==> src/serial_port_pkg.sv <==
// constants, register map and state types of the four-mode serial port
// assumes one oscillator clock for cpu side, port logic and timers
//
// Behaviour
// buffer write feeds transmit, read gives receive
// async transmit and receive run independently
// receive register double buffered behind shifter
// unread byte at completion loses one byte
// mode 0 half duplex on receive line
// mode 0 shift clock, 8 bits, osc/12
// mode 1 frame: start, 8 data, stop
// mode 1 stores stop level as ninth
// modes 1 and 3 clocked by timers
// mode 2 frame: start, 9 data, stop
// modes 2/3 send tx_ninth_bit as ninth
// modes 2/3 store ninth, ignore stop
// mode 2 rate osc/32 or osc/64
// mode 3 is mode 2 with timer rate
// every buffer write starts a transmission; here a write while the fifo is full is dropped
// mode 0 receive starts when flag clear
// async receive starts on start bit, enabled
// two select bits choose modes 0 to 3
// modes 2/3 filter raises flag on ninth one
// sender marks address bytes with ninth one
// filter ignored mode 0, checks stop mode 1
// timer selects pick timer 1 or 2
// timer 2 rate divided by sixteen
// rate double clear osc/64, set osc/32
// tx flag set at eighth/stop bit, sticky
// overrun keeps old byte, drops new
package serial_port_pkg;
  localparam int NUM_PORTS = 2;
  localparam logic [7:0] CTRL_ADDR [NUM_PORTS] = '{8'h98, 8'hD8};
  localparam logic [7:0] BUF_ADDR  [NUM_PORTS] = '{8'h99, 8'hD9};
  // port_control field positions
  localparam int MODE_HI_BIT = 7;
  localparam int MODE_LO_BIT = 6;
  localparam int FILT_BIT    = 5;
  localparam int REN_BIT     = 4;
  localparam int TB8_BIT     = 3;
  localparam int RB8_BIT     = 2;
  localparam int TI_BIT      = 1;
  localparam int RI_BIT      = 0;
  localparam logic [7:0] CTRL_RESET = 8'h00;
  localparam logic [1:0] MODE_SHIFT = 2'h0;
  localparam logic [1:0] MODE_ASYNC8 = 2'h1;
  localparam logic [1:0] MODE_FIXED9 = 2'h2;
  // timing
  localparam logic [3:0] M0_LAST_DIV  = 4'hB;  // osc/12 per bit
  localparam logic [3:0] M0_RISE_DIV  = 4'h6;
  localparam logic [2:0] M0_LAST_BIT  = 3'h7;
  localparam logic [1:0] M2_DIV_SLOW  = 2'h3;  // 16x tick at osc/4
  localparam logic [1:0] M2_DIV_FAST  = 2'h1;  // 16x tick at osc/2
  localparam logic [3:0] OVS_LAST     = 4'hF;  // sixteen ticks per bit
  localparam logic [3:0] OVS_MID      = 4'h7;
  localparam logic [3:0] BITS_MODE1   = 4'hA;
  localparam logic [3:0] BITS_MODE23  = 4'hB;
  typedef enum logic [1:0] {M0_IDLE, M0_TX, M0_RX} shift_state_type;
  typedef enum logic {LINE_IDLE, LINE_RUN} line_state_type;
endpackage

==> src/four_mode_serial_port.sv <==
// two identical four-mode serial ports behind the special function register port
// assumes timer overflow pulses arrive one cycle wide on sys_clk_i

// ----------------------------------------
// transmit fifo
// ----------------------------------------
module tx_word_fifo #(
  parameter int WIDTH = 8,
  parameter int DEPTH = 32
) (
  input  wire logic             sys_clk_i,
  input  wire logic             rstn_i,
  // filling side
  input  wire logic             in_valid_i,
  output logic                  in_ready_o,
  input  wire logic [WIDTH-1:0] in_data_i,
  // draining side
  output logic                  out_valid_o,
  input  wire logic             out_ready_i,
  output logic [WIDTH-1:0]      out_data_o
);
  localparam int AW = $clog2(DEPTH);
  logic [WIDTH-1:0] mem_q [DEPTH];
  logic [AW-1:0]    wr_ptr_q;
  logic [AW-1:0]    rd_ptr_q;
  logic [AW:0]      count_q;
  logic             push;
  logic             pop;

  assign in_ready_o  = (count_q != (AW+1)'(DEPTH));
  assign out_valid_o = (count_q != '0);
  assign out_data_o  = mem_q[rd_ptr_q];
  assign push        = in_valid_i & in_ready_o;
  assign pop         = out_valid_o & out_ready_i;

  always_ff @(posedge sys_clk_i) begin
    if (push) begin
      mem_q[wr_ptr_q] <= in_data_i;
    end
  end

  always_ff @(posedge sys_clk_i) begin
    if (!rstn_i) begin
      wr_ptr_q <= '0;
      rd_ptr_q <= '0;
      count_q  <= '0;
    end else begin
      if (push) wr_ptr_q <= (wr_ptr_q == AW'(DEPTH-1)) ? '0 : wr_ptr_q + 1'b1;
      if (pop)  rd_ptr_q <= (rd_ptr_q == AW'(DEPTH-1)) ? '0 : rd_ptr_q + 1'b1;
      count_q <= count_q + (AW+1)'(push) - (AW+1)'(pop);
    end
  end
endmodule

// ----------------------------------------
// one serial channel
// ----------------------------------------
module serial_channel
  import serial_port_pkg::*;
#(
  parameter int FIFO_DEPTH = 32
) (
  input  wire logic       sys_clk_i,
  input  wire logic       rstn_i,
  // register access
  input  wire logic       ctrl_wr_i,
  input  wire logic       buf_wr_i,
  input  wire logic [7:0] wdata_i,
  output logic [7:0]      ctrl_o,
  output logic [7:0]      rx_buf_o,
  output logic            tx_ready_o,
  // rate sources
  input  wire logic       timer1_ovf_i,
  input  wire logic       timer2_ovf_i,
  input  wire logic       tx_timer_select_i,
  input  wire logic       rx_timer_select_i,
  input  wire logic       mode2_rate_double_i,
  // line
  input  wire logic       rxd_i,
  output logic            rxd_o,
  output logic            rxd_oe_o,
  output logic            txd_o
);
  logic [1:0] mode_q;
  logic       filt_q, ren_q, tb8_q, rb8_q, ti_q, ri_q;
  logic [7:0] rx_buf_q;
  logic       rxd_meta_q, rxd_s_q;
  logic       ti_set, ri_set, rx_load, rx_ninth;
  logic [7:0] rx_data;
  // fifo
  logic       fifo_valid, fifo_pop;
  logic [7:0] fifo_data;
  // rate
  logic       t1_half_q;
  logic [1:0] m2_cnt_q;
  logic       t1_tick, m2_tick, tx_tick, rx_tick;
  // mode 0
  shift_state_type m0_state_q;
  logic [3:0] m0_div_q;
  logic [2:0] m0_bit_q;
  logic [7:0] m0_shift_q;
  logic       m0_end, m0_tx_go, m0_rx_go;
  // async transmit
  line_state_type tx_state_q;
  logic [10:0] tx_shift_q;
  logic [3:0]  tx_bits_q, tx_sub_q;
  logic        tx_go;
  // async receive
  line_state_type rx_state_q;
  logic [9:0] rx_shift_q;
  logic [3:0] rx_bit_q, rx_sub_q, rx_nbits;
  logic       rx_go, rx_mid, rx_fin, rx_pass;

  assign ctrl_o   = {mode_q, filt_q, ren_q, tb8_q, rb8_q, ti_q, ri_q};
  assign rx_buf_o = rx_buf_q;

  // ----------------------------------------
  // control register
  // ----------------------------------------
  // mode select pair
  always_ff @(posedge sys_clk_i) begin
    if (!rstn_i) begin
      mode_q <= CTRL_RESET[MODE_HI_BIT:MODE_LO_BIT];
      filt_q <= CTRL_RESET[FILT_BIT];
      ren_q  <= CTRL_RESET[REN_BIT];
      tb8_q  <= CTRL_RESET[TB8_BIT];
    end else if (ctrl_wr_i) begin
      mode_q <= wdata_i[MODE_HI_BIT:MODE_LO_BIT];
      filt_q <= wdata_i[FILT_BIT];
      ren_q  <= wdata_i[REN_BIT];
      tb8_q  <= wdata_i[TB8_BIT];
    end
  end

  // flags sticky, hardware set wins
  always_ff @(posedge sys_clk_i) begin
    if (!rstn_i) begin
      ti_q  <= CTRL_RESET[TI_BIT];
      ri_q  <= CTRL_RESET[RI_BIT];
      rb8_q <= CTRL_RESET[RB8_BIT];
    end else begin
      ti_q  <= ti_set | (ctrl_wr_i ? wdata_i[TI_BIT] : ti_q);
      ri_q  <= ri_set | (ctrl_wr_i ? wdata_i[RI_BIT] : ri_q);
      if (rx_load && mode_q != MODE_SHIFT) rb8_q <= rx_ninth;
      else if (ctrl_wr_i)                  rb8_q <= wdata_i[RB8_BIT];
    end
  end

  // holding register behind shifter
  // overrun keeps unread byte
  always_ff @(posedge sys_clk_i) begin
    if (!rstn_i) rx_buf_q <= '0;
    else if (rx_load) rx_buf_q <= rx_data;
  end

  always_ff @(posedge sys_clk_i) begin
    if (!rstn_i) begin
      rxd_meta_q <= 1'b1;
      rxd_s_q    <= 1'b1;
    end else begin
      rxd_meta_q <= rxd_i;
      rxd_s_q    <= rxd_meta_q;
    end
  end

  // ----------------------------------------
  // transmit queue
  // ----------------------------------------
  // writes go to the transmit side
  // each write queues a transmission unless the fifo is full
  tx_word_fifo #(.WIDTH(8), .DEPTH(FIFO_DEPTH)) u_fifo (
    .sys_clk_i  (sys_clk_i),
    .rstn_i     (rstn_i),
    .in_valid_i (buf_wr_i),
    .in_ready_o (tx_ready_o),
    .in_data_i  (wdata_i),
    .out_valid_o(fifo_valid),
    .out_ready_i(fifo_pop),
    .out_data_o (fifo_data)
  );
  assign fifo_pop = tx_go | m0_tx_go;

  // ----------------------------------------
  // bit rate ticks, sixteen per bit
  // ----------------------------------------
  // timer 2 overflow is the 16x tick
  // fixed divider osc/4 or osc/2 for 16x
  assign t1_tick = timer1_ovf_i & (mode2_rate_double_i | t1_half_q);
  assign m2_tick = (m2_cnt_q == (mode2_rate_double_i ? M2_DIV_FAST : M2_DIV_SLOW));
  // R13: R14: R22: rate source per direction
  assign tx_tick = (mode_q == MODE_FIXED9) ? m2_tick
                 : (tx_timer_select_i ? timer2_ovf_i : t1_tick);
  assign rx_tick = (mode_q == MODE_FIXED9) ? m2_tick
                 : (rx_timer_select_i ? timer2_ovf_i : t1_tick);

  always_ff @(posedge sys_clk_i) begin
    if (!rstn_i) begin
      t1_half_q <= 1'b0;
      m2_cnt_q  <= '0;
    end else begin
      if (timer1_ovf_i) t1_half_q <= ~t1_half_q;
      m2_cnt_q <= m2_tick ? '0 : m2_cnt_q + 1'b1;
    end
  end

  // ----------------------------------------
  // mode 0 shift engine
  // ----------------------------------------
  // transmit has priority over a pending receive start
  assign m0_tx_go = (mode_q == MODE_SHIFT) && m0_state_q == M0_IDLE && fifo_valid;
  // receive starts on clear flag and enable
  assign m0_rx_go = (mode_q == MODE_SHIFT) && m0_state_q == M0_IDLE && !fifo_valid
                    && ren_q && !ri_q;
  assign m0_end   = m0_state_q != M0_IDLE && m0_div_q == M0_LAST_DIV
                    && m0_bit_q == M0_LAST_BIT;

  // R6: eight bits lsb first at osc/12
  always_ff @(posedge sys_clk_i) begin
    if (!rstn_i) begin
      m0_state_q <= M0_IDLE;
      m0_div_q   <= '0;
      m0_bit_q   <= '0;
      m0_shift_q <= '0;
    end else begin
      case (m0_state_q)
        M0_IDLE: begin
          m0_div_q <= '0;
          m0_bit_q <= '0;
          if (m0_tx_go) begin
            m0_state_q <= M0_TX;
            m0_shift_q <= fifo_data;
          end else if (m0_rx_go) begin
            m0_state_q <= M0_RX;
          end
        end
        M0_TX, M0_RX: begin
          m0_div_q <= (m0_div_q == M0_LAST_DIV) ? '0 : m0_div_q + 1'b1;
          if (m0_state_q == M0_RX && m0_div_q == M0_RISE_DIV) begin
            m0_shift_q <= {rxd_s_q, m0_shift_q[7:1]};
          end
          if (m0_div_q == M0_LAST_DIV) begin
            m0_bit_q <= m0_bit_q + 1'b1;
            if (m0_state_q == M0_TX) m0_shift_q <= {1'b0, m0_shift_q[7:1]};
            if (m0_end) m0_state_q <= M0_IDLE;
          end
        end
        default: m0_state_q <= M0_IDLE;
      endcase
    end
  end

  // ----------------------------------------
  // async transmitter
  // ----------------------------------------
  // independent of the receiver
  assign tx_go = (mode_q != MODE_SHIFT) && tx_state_q == LINE_IDLE && fifo_valid;

  always_ff @(posedge sys_clk_i) begin
    if (!rstn_i) begin
      tx_state_q <= LINE_IDLE;
      tx_shift_q <= '1;
      tx_bits_q  <= '0;
      tx_sub_q   <= '0;
    end else begin
      case (tx_state_q)
        LINE_IDLE: begin
          tx_sub_q <= '0;
          if (tx_go) begin
            tx_state_q <= LINE_RUN;
            // R10: R11: start, data lsb first, ninth, stop
            tx_shift_q <= {1'b1, (mode_q[1] ? tb8_q : 1'b1), fifo_data, 1'b0};
            tx_bits_q  <= mode_q[1] ? BITS_MODE23 : BITS_MODE1;
          end
        end
        LINE_RUN: begin
          if (tx_tick) begin
            tx_sub_q <= tx_sub_q + 1'b1;
            if (tx_sub_q == OVS_LAST) begin
              tx_shift_q <= {1'b1, tx_shift_q[10:1]};
              tx_bits_q  <= tx_bits_q - 1'b1;
              if (tx_bits_q == 4'h1) tx_state_q <= LINE_IDLE;
            end
          end
        end
        default: tx_state_q <= LINE_IDLE;
      endcase
    end
  end

  // flag at eighth bit end or stop start
  assign ti_set = (m0_end && m0_state_q == M0_TX)
                || (tx_state_q == LINE_RUN && tx_tick && tx_sub_q == OVS_LAST
                    && tx_bits_q == 4'h2);

  // ----------------------------------------
  // async receiver, centre sampled
  // ----------------------------------------
  assign rx_nbits = mode_q[1] ? BITS_MODE23 : BITS_MODE1;
  // start bit seen while enabled
  assign rx_go  = (mode_q != MODE_SHIFT) && rx_state_q == LINE_IDLE && ren_q
                  && rx_tick && !rxd_s_q;
  assign rx_mid = rx_state_q == LINE_RUN && rx_tick && rx_sub_q == OVS_MID;
  assign rx_fin = rx_mid && rx_bit_q == rx_nbits - 4'h1;

  always_ff @(posedge sys_clk_i) begin
    if (!rstn_i) begin
      rx_state_q <= LINE_IDLE;
      rx_shift_q <= '0;
      rx_bit_q   <= '0;
      rx_sub_q   <= '0;
    end else begin
      case (rx_state_q)
        LINE_IDLE: begin
          rx_sub_q <= '0;
          rx_bit_q <= '0;
          if (rx_go) rx_state_q <= LINE_RUN;
        end
        LINE_RUN: begin
          if (rx_tick) rx_sub_q <= rx_sub_q + 1'b1;
          if (rx_mid) begin
            rx_bit_q   <= rx_bit_q + 1'b1;
            rx_shift_q <= {rxd_s_q, rx_shift_q[9:1]};
            // false start or frame done at stop centre
            if ((rx_bit_q == '0 && rxd_s_q) || rx_fin) rx_state_q <= LINE_IDLE;
          end
        end
        default: rx_state_q <= LINE_IDLE;
      endcase
    end
  end

  // R12: ninth is stop level in mode 1
  assign rx_ninth = mode_q[1] ? rx_shift_q[9] : rxd_s_q;
  assign rx_data  = (mode_q == MODE_SHIFT) ? m0_shift_q
                  : (mode_q[1] ? rx_shift_q[8:1] : rx_shift_q[9:2]);
  // R21: filter on ninth or stop, not mode 0
  assign rx_pass  = !filt_q || rx_ninth;
  // R26: completed byte dropped while flag set
  assign rx_load  = !ri_q && ((m0_end && m0_state_q == M0_RX) || (rx_fin && rx_pass));
  assign ri_set   = rx_load;

  // ----------------------------------------
  // pins
  // ----------------------------------------
  assign rxd_oe_o = (m0_state_q == M0_TX);
  assign rxd_o    = m0_shift_q[0];
  assign txd_o    = (mode_q == MODE_SHIFT)
                  ? (m0_state_q == M0_IDLE || m0_div_q >= M0_RISE_DIV)
                  : (tx_state_q == LINE_IDLE || tx_shift_q[0]);

  // ----------------------------------------
  // checks
  // ----------------------------------------
  property p_tx_start_low;
    @(posedge sys_clk_i) disable iff (!rstn_i)
    tx_go |=> !txd_o [*2];
  endproperty
  a_tx_start_low: assert property (p_tx_start_low) else $error("start bit not low");

  property p_ti_cause;
    @(posedge sys_clk_i) disable iff (!rstn_i)
    $rose(ti_q) && !$past(ctrl_wr_i) |-> $past(tx_state_q == LINE_RUN || m0_state_q == M0_TX);
  endproperty
  a_ti_cause: assert property (p_ti_cause) else $error("tx flag without transmit");

  property p_overrun_hold;
    @(posedge sys_clk_i) disable iff (!rstn_i)
    ri_q && !ctrl_wr_i |=> $stable(rx_buf_q);
  endproperty
  a_overrun_hold: assert property (p_overrun_hold) else $error("unread byte overwritten");

  property p_m0_drive;
    @(posedge sys_clk_i) disable iff (!rstn_i)
    rxd_oe_o |-> mode_q == MODE_SHIFT;
  endproperty
  a_m0_drive: assert property (p_m0_drive) else $error("data line driven outside mode 0");

  property p_m0_clock;
    @(posedge sys_clk_i) disable iff (!rstn_i)
    (m0_state_q != M0_IDLE && m0_div_q == '0) |-> !txd_o ##6 txd_o;
  endproperty
  a_m0_clock: assert property (p_m0_clock) else $error("shift clock shape wrong");

  property p_rx_enable;
    @(posedge sys_clk_i) disable iff (!rstn_i)
    rx_state_q == LINE_IDLE ##1 rx_state_q == LINE_RUN |-> $past(ren_q);
  endproperty
  a_rx_enable: assert property (p_rx_enable) else $error("receive without enable");

  property p_addr_filter;
    @(posedge sys_clk_i) disable iff (!rstn_i)
    rx_fin && mode_q[1] && filt_q && !rx_shift_q[9] && !ctrl_wr_i |=> ri_q == $past(ri_q);
  endproperty
  a_addr_filter: assert property (p_addr_filter) else $error("data byte raised flag");

  c_async_rx:  cover property (@(posedge sys_clk_i) disable iff (!rstn_i) rx_fin && rx_load);
  c_m0_tx:     cover property (@(posedge sys_clk_i) disable iff (!rstn_i) m0_end && rxd_oe_o);
  c_overrun:   cover property (@(posedge sys_clk_i) disable iff (!rstn_i) rx_fin && ri_q);
  c_fifo_full: cover property (@(posedge sys_clk_i) disable iff (!rstn_i) !tx_ready_o);
endmodule

// ----------------------------------------
// top: two ports on the register port
// ----------------------------------------
module four_mode_serial_port
  import serial_port_pkg::*;
#(
  parameter int FIFO_DEPTH = 32
) (
  input  wire logic                 sys_clk_i,
  input  wire logic                 rstn_i,
  // register port
  input  wire logic [7:0]           sfr_addr_i,
  input  wire logic [7:0]           sfr_wdata_i,
  input  wire logic                 sfr_wr_i,
  input  wire logic                 sfr_rd_i,
  output logic [7:0]                sfr_rdata_o,
  output logic [NUM_PORTS-1:0]      tx_ready_o,
  // rate sources
  input  wire logic                 timer1_ovf_i,
  input  wire logic                 timer2_ovf_i,
  input  wire logic [NUM_PORTS-1:0] tx_timer_select_i,
  input  wire logic [NUM_PORTS-1:0] rx_timer_select_i,
  input  wire logic                 mode2_rate_double_i,
  // lines
  input  wire logic [NUM_PORTS-1:0] rxd_i,
  output logic [NUM_PORTS-1:0]      rxd_o,
  output logic [NUM_PORTS-1:0]      rxd_oe_o,
  output logic [NUM_PORTS-1:0]      txd_o
);
  logic [7:0] ctrl   [NUM_PORTS];
  logic [7:0] rx_buf [NUM_PORTS];
  logic [7:0] rdata_d;
  logic [7:0] rdata_q;

  for (genvar p = 0; p < NUM_PORTS; p++) begin : g_port
    serial_channel #(.FIFO_DEPTH(FIFO_DEPTH)) u_chan (
      .sys_clk_i          (sys_clk_i),
      .rstn_i             (rstn_i),
      .ctrl_wr_i          (sfr_wr_i && sfr_addr_i == CTRL_ADDR[p]),
      .buf_wr_i           (sfr_wr_i && sfr_addr_i == BUF_ADDR[p]),
      .wdata_i            (sfr_wdata_i),
      .ctrl_o             (ctrl[p]),
      .rx_buf_o           (rx_buf[p]),
      .tx_ready_o         (tx_ready_o[p]),
      .timer1_ovf_i       (timer1_ovf_i),
      .timer2_ovf_i       (timer2_ovf_i),
      .tx_timer_select_i  (tx_timer_select_i[p]),
      .rx_timer_select_i  (rx_timer_select_i[p]),
      .mode2_rate_double_i(mode2_rate_double_i),
      .rxd_i              (rxd_i[p]),
      .rxd_o              (rxd_o[p]),
      .rxd_oe_o           (rxd_oe_o[p]),
      .txd_o              (txd_o[p])
    );
  end

  // buffer reads come from the receive side
  always_comb begin
    rdata_d = 8'h00;
    for (int p = 0; p < NUM_PORTS; p++) begin
      if (sfr_addr_i == CTRL_ADDR[p]) rdata_d = ctrl[p];
      if (sfr_addr_i == BUF_ADDR[p])  rdata_d = rx_buf[p];
    end
  end

  always_ff @(posedge sys_clk_i) begin
    if (!rstn_i) rdata_q <= 8'h00;
    else if (sfr_rd_i) rdata_q <= rdata_d;
  end
  assign sfr_rdata_o = rdata_q;

  property p_buf_read;
    @(posedge sys_clk_i) disable iff (!rstn_i)
    sfr_rd_i && sfr_addr_i == BUF_ADDR[0] |=> sfr_rdata_o == $past(rx_buf[0]);
  endproperty
  a_buf_read: assert property (p_buf_read) else $error("buffer read not receive data");
endmodule

==> config.mk <==
export PLATFORM = sky130hd
export DESIGN_NAME = four_mode_serial_port
export DESIGN_NICKNAME = d
export VERILOG_FILES = /design/src/serial_port_pkg.sv /design/src/four_mode_serial_port.sv
export SDC_FILE = /design/constraint.sdc
export NUM_CORES = 1
export LEC_CHECK = 0
export ABC_AREA = 1
export BUFFER_PORTS_ARGS = -buffer_cell sky130_fd_sc_hd__buf_4
export CORE_UTILIZATION = 40
export CTS_CLUSTER_SIZE = 10
export DETAILED_ROUTE_END_ITERATION = 6
export PLACE_DENSITY_LB_ADDON = 0.15
export SLEW_MARGIN = 15
export SYNTH_ARGS = -nofsm -noshare
export SYNTH_HDL_FRONTEND = slang
export SYNTH_HIERARCHICAL = 1
export SYNTH_SLANG_ARGS = --single-unit
==> constraint.sdc <==
create_clock -name sys_clk_i -period 2.7 [get_ports sys_clk_i]
set_clock_uncertainty 0.05 [all_clocks]
set_input_delay 0.27 -clock sys_clk_i [delete_from_list [all_inputs] [get_ports sys_clk_i]]
set_output_delay 0.27 -clock sys_clk_i [all_outputs]
set_load 0.05 [all_outputs]
==> results of run 1 <==
-- critical path: stages (launching register included) --
cell and delay [ps]:
dfxtp_2 320, inv_2 70, ha_4 140, nand4_1 210
nand3_1 180, nand2_1 70, nand2_2 70, inv_2 50
ha_4 250, inv_2 40, ha_4 160, fa_2 330
nand2_1 60, inv_1 50, o21ai_1 140, nand2_1 80
o21ai_1 120, a21oi_1 50
-- cell usage after synthesis, types with 4 or more instances --
cell type,n,area share
nor2_8,4,0.0026
o211ai_1,16,0.0038
inv_1,170,0.020
nand2_1,956,0.11
nand4_1,14,0.0028
a211oi_1,4,0.00096
nand2_4,6,0.0022
clkbuf_1,35,0.0042
mux2i_1,4,0.0013
o21ai_0,115,0.018
nor3b_1,5,0.0012
nand3_2,4,0.0013
nor2_1,153,0.018
inv_2,16,0.0019
nand3b_1,4,0.00096
nor3_1,35,0.0056
o21ai_4,4,0.0021
dfxtp_1,200,0.13
nand2_2,13,0.0026
xor2_1,6,0.0017
buf_6,48,0.017
nor2_2,4,0.00080
buf_2,42,0.0067
a21oi_1,108,0.017
a221oi_1,30,0.0084
or2_2,23,0.0046
buf_4,22,0.0053
a31oi_1,4,0.00080
ha_1,62,0.025
buf_1,9,0.0011
nor2_4,8,0.0029
nand3_1,481,0.077
edfxtp_1,512,0.49
xnor2_1,6,0.0017
o21ai_1,16,0.0026
-- repair_timing --
action / 4_1_cts / 5_1_grt
hold buffers: 6 / 0
pin swaps: 0 / 18
hold endpoints to repair: 32 / 0
resized for setup: 1 / 18
buffers inserted: 0 / 9
endpoints found under the setup margin: 1 / 2
-- cell families after synthesis --
| logic type | Yosys count | share of synthesized area |
|---|---|---|
| AO/OA/AOI/OAI | 305 | 0.0563 |
| XOR/XNOR | 12 | 0.00335 |
| adder cells (fa/ha/maj) | 64 | 0.0260 |
| buffers and inverters | 345 | 0.0572 |
| flip-flops | 712 | 0.617 |
| multiplexers | 4 | 0.00128 |
| AND/OR/NAND/NOR | 1718 | 0.239 |
-- flip-flops by register name, indices dropped and copies added (netlist names), 4 cells and up, named ones only --
register / flops
g_port.u_chan/u_fifo/wr_ptr_q: 10
g_port.u_chan/rx_buf_o: 16
g_port.u_chan/mode_q: 4
g_port.u_chan/tx_sub_q: 8
g_port.u_chan/m2_cnt_q: 4
g_port.u_chan/rx_sub_q: 8
g_port.u_chan/tx_shift_q: 20
g_port.u_chan/u_fifo/count_q: 12
g_port.u_chan/m0_bit_q: 6
g_port.u_chan/rx_shift_q: 18
g_port.u_chan/rx_bit_q: 8
sfr_rdata_o: 8
g_port.u_chan/m0_shift_q: 16
g_port.u_chan/tx_bits_q: 8
g_port.u_chan/u_fifo/mem_q: 512
g_port.u_chan/u_fifo/rd_ptr_q: 10
g_port.u_chan/m0_state_q: 4
g_port.u_chan/m0_div_q: 8
-- per-stage QoR --
| stage | TNS, ps | power (W) | instance area (um^2) | util | setup slack (ps) |
|---|---|---|---|---|---|
| floorplan | -2.29 | 0.0180 | 31500 | - | -2.29 |
| global placement | 0 | 0.0200 | 33300 | 0.430 | 64.4 |
| detailed placement | 0 | 0.0201 | 33300 | 0.430 | 25.5 |
| CTS | 0 | 0.0303 | 35800 | 0.462 | 9.54 |
| global route | -26.7 | 0.0319 | 35900 | 0.463 | -15.2 |
| finish | 0 | 0.0303 | 35900 | 0.463 | 134 |
-- power by group through the flow --
stage,combinational (W),sequential (W),clock (W)
CTS,0.00768,0.0123,0.0104
detailed placement,0.00764,0.0125,0
global route,0.00874,0.0123,0.0108
floorplan,0.00557,0.0124,0
finish,0.00787,0.0123,0.0102
global placement,0.00752,0.0125,0
-- per-layer routing --
layer	share of wire	global-route usage
met3	0.046	0.0301
met4	0.029	0.0686
met5	0	0
met1	0.45	0.271
met2	0.48	0.338
-- cells in the final DEF (no fill, tap or decap), types with 45 or more instances in the layout --
| cell | instances |
|---|---|
| a21oi_1 | 108 |
| buf_4 | 189 |
| clkbuf_1 | 45 |
| clkbuf_16 | 87 |
| dfxtp_1 | 190 |
| edfxtp_1 | 512 |
| ha_1 | 55 |
| inv_1 | 158 |
| nand2_1 | 953 |
| nand3_1 | 481 |
| nor2_1 | 153 |
| o21ai_0 | 111 |
-- final cells by class --
class	count	area (um^2)
diodes	1	2.50
clock buffers	135	2390
clock inverters	4	26.3
fillers	7399	41700
inverters	189	718
multi-input cells	2103	10300
flip-flops and latches	712	19400
well taps	1040	1300
repair buffers	210	1780
-- worst min-delay path by stage --
stage | start | end | cells past startpoint
after floorplan | sfr_wdata_i[0] | g_port[0].u_chan/u_fifo/mem_q[0][0]$_DFFE_PP_ | 0
after global placement | g_port[0].u_chan/rxd_meta_q$_SDFF_PN1_ | g_port[0].u_chan/rxd_s_q$_SDFF_PN1_ | 1
after detailed placement | g_port[1].u_chan/rxd_meta_q$_SDFF_PN1_ | g_port[1].u_chan/rxd_s_q$_SDFF_PN1_ | 1
after CTS | mode2_rate_double_i | g_port[0].u_chan/m2_cnt_q[1]$_SDFF_PP0_ | 5
after global routing | mode2_rate_double_i | g_port[1].u_chan/m2_cnt_q[0]$_SDFF_PP0_ | 5
final | mode2_rate_double_i | g_port[0].u_chan/m2_cnt_q[1]$_SDFF_PP0_ | 5
==> summary.txt, run 1 <==
Status
  • Status: completed

Flow run
  • # Max-Cap Violations: 0

Drt
  • Iter 0 DRT Violations: 1,721
  • DRC Markers: 0
  • Routed length per placed instance: 18.5 um
  • Via-to-Cell Ratio: 5.16
  • Antenna Violating Nets Remaining: 0
  • DRT Pass-1 Iters: 6
  • Routed via count: 22,652
  • Final WL: 81,100 um

Worst setup path
  • Crit end category: register
  • Critical Path End: g_port[1].u_chan/u_fifo/count_q[4]$_SDFF_PN0_
  • Cells on worst reg2reg path: 17
  • R2R Path End: g_port[1].u_chan/u_fifo/count_q[4]$_SDFF_PN0_
  • FF-to-FF Start: g_port[1].u_chan/u_fifo/count_q[2]$_SDFF_PN0_
  • Critical path class: reg2reg
  • CP Data Required Time: 3140 ps
  • CP startpoint kind: register
  • Crit path max fanout: 4
  • Worst EP arrival: 3010 ps
  • Flop-to-flop setup slack: 130 ps
  • Origin of the worst setup path: g_port[1].u_chan/u_fifo/count_q[2]$_SDFF_PN0_

Power and ir drop
  • Combinational fraction of design power: 0.260
  • Proportion of power drawn by flip-flops and latches: 0.405
  • Sw frac: 0.321
  • Leak pwr: 13.8 nW
  • Internal power: 0.0206 W
  • Clk pwr share: 0.335
  • Net Sw Power: 0.00973 W
  • Worst vdd ir: 0.000736 V
  • PwrDens: 843 mW/mm^2

Die
  • Rows: 102
  • I/O pins: 45
  • Core Area: 0.0776 mm^2
  • Height of the die: 282 um
  • Initial Util: 0.405
  • Die ar.: 0.0796 mm^2
  • Die W: 282 um

Logic synthesis
  • Mapped Nets: 3,253
  • Distinct cells, synth: 46
  • Synth Cell Area: 0.0314 mm^2
  • Asr flop ratio synth: 0
  • Sequential area share after synthesis: 0.617
  • Mapped Avg Cell Area: 9.94 um^2
  • Yosys warns: 6
  • #FFs+latches synth: 712
  • Syn Inst Count: 3,160
  • Top_reg_cell synth: edfxtp_1
  • EDFF count, synth: 512

Timing
  • Achievable Freq: 0.390 GHz
  • Hold Worst Slack: 44.0 ps
  • Final Setup Violations: 0
  • Rel. slew slack: 0.538
  • Final hold viol count: 0
  • Fin crit share: 0.950
  • Worst-Margin Slew: 693 ps
  • RSZ-0062 raised after global routing: true
  • Post-route minimum period: 2570 ps
  • Slew Viols, Final: 0

Placed design
  • PortBufs: 44
  • Inst Count DP: 4,239
  • Post-DP HPWL: 52,800 um
  • Placer Congestion: 0.832

Clock network
  • Clock sink count: 712
  • Total CTS buffers: 83
  • Worst-skew pair later-pin latency: 620 ps
  • CTS tree: built
  • Max Buffers Root-to-Sink: 3
  • Clock slew at reported path FFs: 50 ps
  • H-Tree Depth: 3
  • CTS Root Cell: clkbuf_16

Global route
  • Vias in the first global route: 22,165
  • Grt ovf: 0
  • Initial antenna violation count: 0
  • Global-route wire length before repair: 125,000 um
  • GRT Util Overall: 0.203
  • Pin count of the biggest net entering global routing: 124

Layout
  • Syn-to-layout area delta: 14.4%
  • Post-Layout Cell Count: 4,394
  • Number of nets in the layout: 3,392
  • Ratio of cells with drive above 1 in the final layout: 0.126

Worst hold path
  • Min-Delay Path Class: in2reg
No activity file was read; power rests on OpenSTA's default activity.
==> run 2: changes to the inputs <==
CELL_PAD_IN_SITES_DETAIL_PLACEMENT = 1   (was default)
CELL_PAD_IN_SITES_GLOBAL_PLACEMENT = 1   (was default)
PLACE_DENSITY = 0.74   (was default)
PLACE_DENSITY_LB_ADDON = default   (was 0.15)
==> summary.txt, run 2 (synthesized netlist as in run 1, its figures left out) <==
Layout
  • Antenna diode count: 0 (was 1)
  • Area of the multi-input gates: 0.0103 mm^2 (about the same)
  • Syn-to-layout area delta: 14.0% (was 14.4%)
  • Commonest cells after routing, fill and taps aside: 953 x nand2_1, 512 x edfxtp_1, 479 x nand3_1 (was 953 x nand2_1, 512 x edfxtp_1, 481 x nand3_1)
  • Commonest non-fill, non-tap cell in the layout: nand2_1 (unchanged)
  • Post-Layout Cell Count: 4,386 (was 4,394)
  • Most flops, register: g_port.u_chan/u_fifo/mem_q (unchanged)
  • Ratio of cells with drive above 1 in the final layout: 0.124 (was 0.126)
  • Max reg flops: 512 (unchanged)
  • Fill cells: 8,791 (was 7,399)
  • Register area: 0.0194 mm^2 (about the same)
  • Top flop regs: g_port.u_chan/u_fifo/mem_q: 512 flops, g_port.u_chan/tx_shift_q: 20 flops, g_port.u_chan/rx_shift_q: 18 flops (unchanged)
  • Number of nets in the layout: 3,384 (was 3,392)

Global route
  • Initial antenna violation count: 0 (unchanged)
  • Grt ovf: 0 (unchanged)
  • Global-route wire length before repair: 134,000 um (was 125,000 um)
  • Pin count of the biggest net entering global routing: 79 (was 124)
  • Vias in the first global route: 23,874 (was 22,165)
  • GRT Util Overall: 0.217 (was 0.203)

Clock network
  • Clock slew at reported path FFs: 50 ps (about the same)
  • Total CTS buffers: 83 (unchanged)
  • CTS Root Cell: clkbuf_16 (unchanged)
  • CTS tree: built (unchanged)
  • Clock sink count: 712 (unchanged)
  • Max Buffers Root-to-Sink: 3 (unchanged)
  • Worst-skew pair later-pin latency: 630 ps (was 620 ps)
  • H-Tree Depth: 3 (unchanged)

Status
  • Status: completed (unchanged)

Power and ir drop
  • Combinational fraction of design power: 0.267 (was 0.260)
  • Net Sw Power: 0.0101 W (was 0.00973 W)
  • PwrDens: 852 mW/mm^2 (was 843 mW/mm^2)
  • Clk pwr share: 0.331 (was 0.335)
  • Leak pwr: 13.8 nW (about the same)
  • Internal power: 0.0204 W (was 0.0206 W)
  • Proportion of power drawn by flip-flops and latches: 0.402 (was 0.405)
  • Worst vdd ir: 0.000799 V (was 0.000736 V)
  • Power, Total: 0.0305 W (was 0.0303 W)
  • Sw frac: 0.330 (was 0.321)

Die
  • I/O pins: 45 (unchanged)
  • Core Area: 0.0776 mm^2 (unchanged)
  • Rows: 102 (unchanged)
  • Initial Util: 0.405 (unchanged)
  • Height of the die: 282 um (unchanged)
  • Die ar.: 0.0796 mm^2 (unchanged)
  • Die W: 282 um (unchanged)

Placed design
  • PortBufs: 44 (unchanged)
  • Inst Count DP: 4,231 (was 4,239)
  • Placer Congestion: 0.795 (was 0.832)
  • Post-DP HPWL: 55,300 um (was 52,800 um)

Timing
  • Slew Viols, Final: 0 (unchanged)
  • Final hold viol count: 0 (unchanged)
  • Worst-Margin Slew: 1010 ps (was 693 ps)
  • Rel. slew slack: 0.329 (was 0.538)
  • Final Setup Violations: 0 (unchanged)
  • Achievable Freq: 0.382 GHz (was 0.390 GHz)
  • Post-route minimum period: 2610 ps (was 2570 ps)
  • Fin crit share: 0.968 (was 0.950)

Worst setup path
  • Crit end category: register (unchanged)
  • Worst EP arrival: 3070 ps (was 3010 ps)
  • CP Data Required Time: 3160 ps (was 3140 ps)
  • Critical path class: reg2reg (unchanged)
  • R2R Path End: g_port[0].u_chan/u_fifo/count_q[4]$_SDFF_PN0_ (was g_port[1].u_chan/u_fifo/count_q[4]$_SDFF_PN0_)
  • Crit path max fanout: 4 (unchanged)
  • CP startpoint kind: register (unchanged)
  • Origin of the worst setup path: g_port[0].u_chan/u_fifo/count_q[5]$_SDFF_PN0_ (was g_port[1].u_chan/u_fifo/count_q[2]$_SDFF_PN0_)
  • FF-to-FF Start: g_port[0].u_chan/u_fifo/count_q[5]$_SDFF_PN0_ (was g_port[1].u_chan/u_fifo/count_q[2]$_SDFF_PN0_)
  • Cells on worst reg2reg path: 17 (unchanged)
  • Flop-to-flop setup slack: 90 ps (was 130 ps)
  • Critical Path End: g_port[0].u_chan/u_fifo/count_q[4]$_SDFF_PN0_ (was g_port[1].u_chan/u_fifo/count_q[4]$_SDFF_PN0_)

Drt
  • Final WL: 86,400 um (was 81,100 um)
  • DRT Pass-1 Iters: 5 (was 6)
  • Iter 0 DRT Violations: 1,597 (was 1,721)
  • Via-to-Cell Ratio: 5.29 (was 5.16)
  • DRC Markers: 0 (unchanged)
  • Antenna Violating Nets Remaining: 0 (unchanged)
  • Routed via count: 23,183 (was 22,652)
  • Routed length per placed instance: 19.7 um (was 18.5 um)

Worst hold path
  • Min-Delay Path Class: in2reg (unchanged)

Flow run
  • # Max-Cap Violations: 0 (unchanged)
[run 2: changes by cell type in the layout (fill, tap and decap cells not counted), moves of 3 or more]
cell | before | now
inv_6 | 1 | 4
buf_4 | 189 | 186
buf_12 | 15 | 12
clkbuf_16 | 87 | 84
[run 2: how the worst min path moves through the flow]
stage,from,slack [ps],cells after the start,to
after detailed placement,g_port[0].u_chan/rxd_meta_q$_SDFF_PN1_,360,1,g_port[0].u_chan/rxd_s_q$_SDFF_PN1_
after CTS,mode2_rate_double_i,10,5,g_port[1].u_chan/m2_cnt_q[0]$_SDFF_PP0_
after global routing,sfr_wdata_i[5],50,1,g_port[0].u_chan/u_fifo/mem_q[25][5]$_DFFE_PP_
after global placement,g_port[0].u_chan/rxd_meta_q$_SDFF_PN1_,360,1,g_port[0].u_chan/rxd_s_q$_SDFF_PN1_
final,mode2_rate_double_i,40,5,g_port[1].u_chan/m2_cnt_q[1]$_SDFF_PP0_
after floorplan,sfr_wdata_i[0],320,0,g_port[0].u_chan/u_fifo/mem_q[0][0]$_DFFE_PP_
[run 2: stage by stage]
stage,setup TNS [ps],instance area (um^2),hold slack [ps],util,setup slack [ps]
3_3_place_gp,0,33200,358,0.428,63.6
5_1_grt,-101,35800,50.4,0.461,-60.6
2_1_floorplan,-2.29,31500,319,-,-2.29
6_report,0,35800,36.1,0.461,85.2
3_5_place_dp,-41.2,33200,364,0.428,-41.2
4_1_cts,0,35700,14.9,0.460,19.4
[run 2: critical path, stage by stage, from the launching register on]
cell     delay [ps]
dfxtp_1         330
inv_2            70
ha_4            120
nand4_1         260
nand2_2         210
nand2_2          70
nand2_2          70
inv_2            50
ha_4            250
inv_2            40
ha_4            160
fa_2            360
nand2_1          70
inv_1            50
o21ai_1         110
nand2_1          80
o21ai_1         110
a21oi_1          50
[run 2: area by class of cell]
type | instances | share of cell area
Sequential cell | 712 | 0.542
Timing Repair Buffer | 202 | 0.0468
Inverter | 189 | 0.0201
Multi-Input combinational cell | 2103 | 0.289
Clock inverter | 8 | 0.00220
Clock buffer | 132 | 0.0643
Tap cell | 1040 | 0.0363
[run 2: power by group through the flow]
| stage | clock (W) | sequential [W] | combinational [W] |
|---|---|---|---|
| global route | 0.0107 | 0.0123 | 0.00908 |
| detailed placement | 0 | 0.0125 | 0.00785 |
| finish | 0.0101 | 0.0123 | 0.00814 |
| global placement | 0 | 0.0125 | 0.00768 |
| floorplan | 0 | 0.0124 | 0.00557 |
| CTS | 0.0103 | 0.0123 | 0.00796 |
[run 2: routing by layer]
metal / vias to the layer above / global-route usage / wire length (um)
li1: 11045 / - / -
met1: 11496 / 0.285 / 38100
met2: 473 / 0.367 / 42200
met3: 169 / 0.0290 / 3370
met4: 0 / 0.0790 / 2750
met5: - / 0 / 0
[run 2: what timing repair did]
item	in CTS	in global routing
buffers inserted	2	9
pin swaps	3	15
resized for setup	2	18
endpoints found under the hold margin	12	0
endpoints found under the setup margin	1	2
hold buffers	4	0
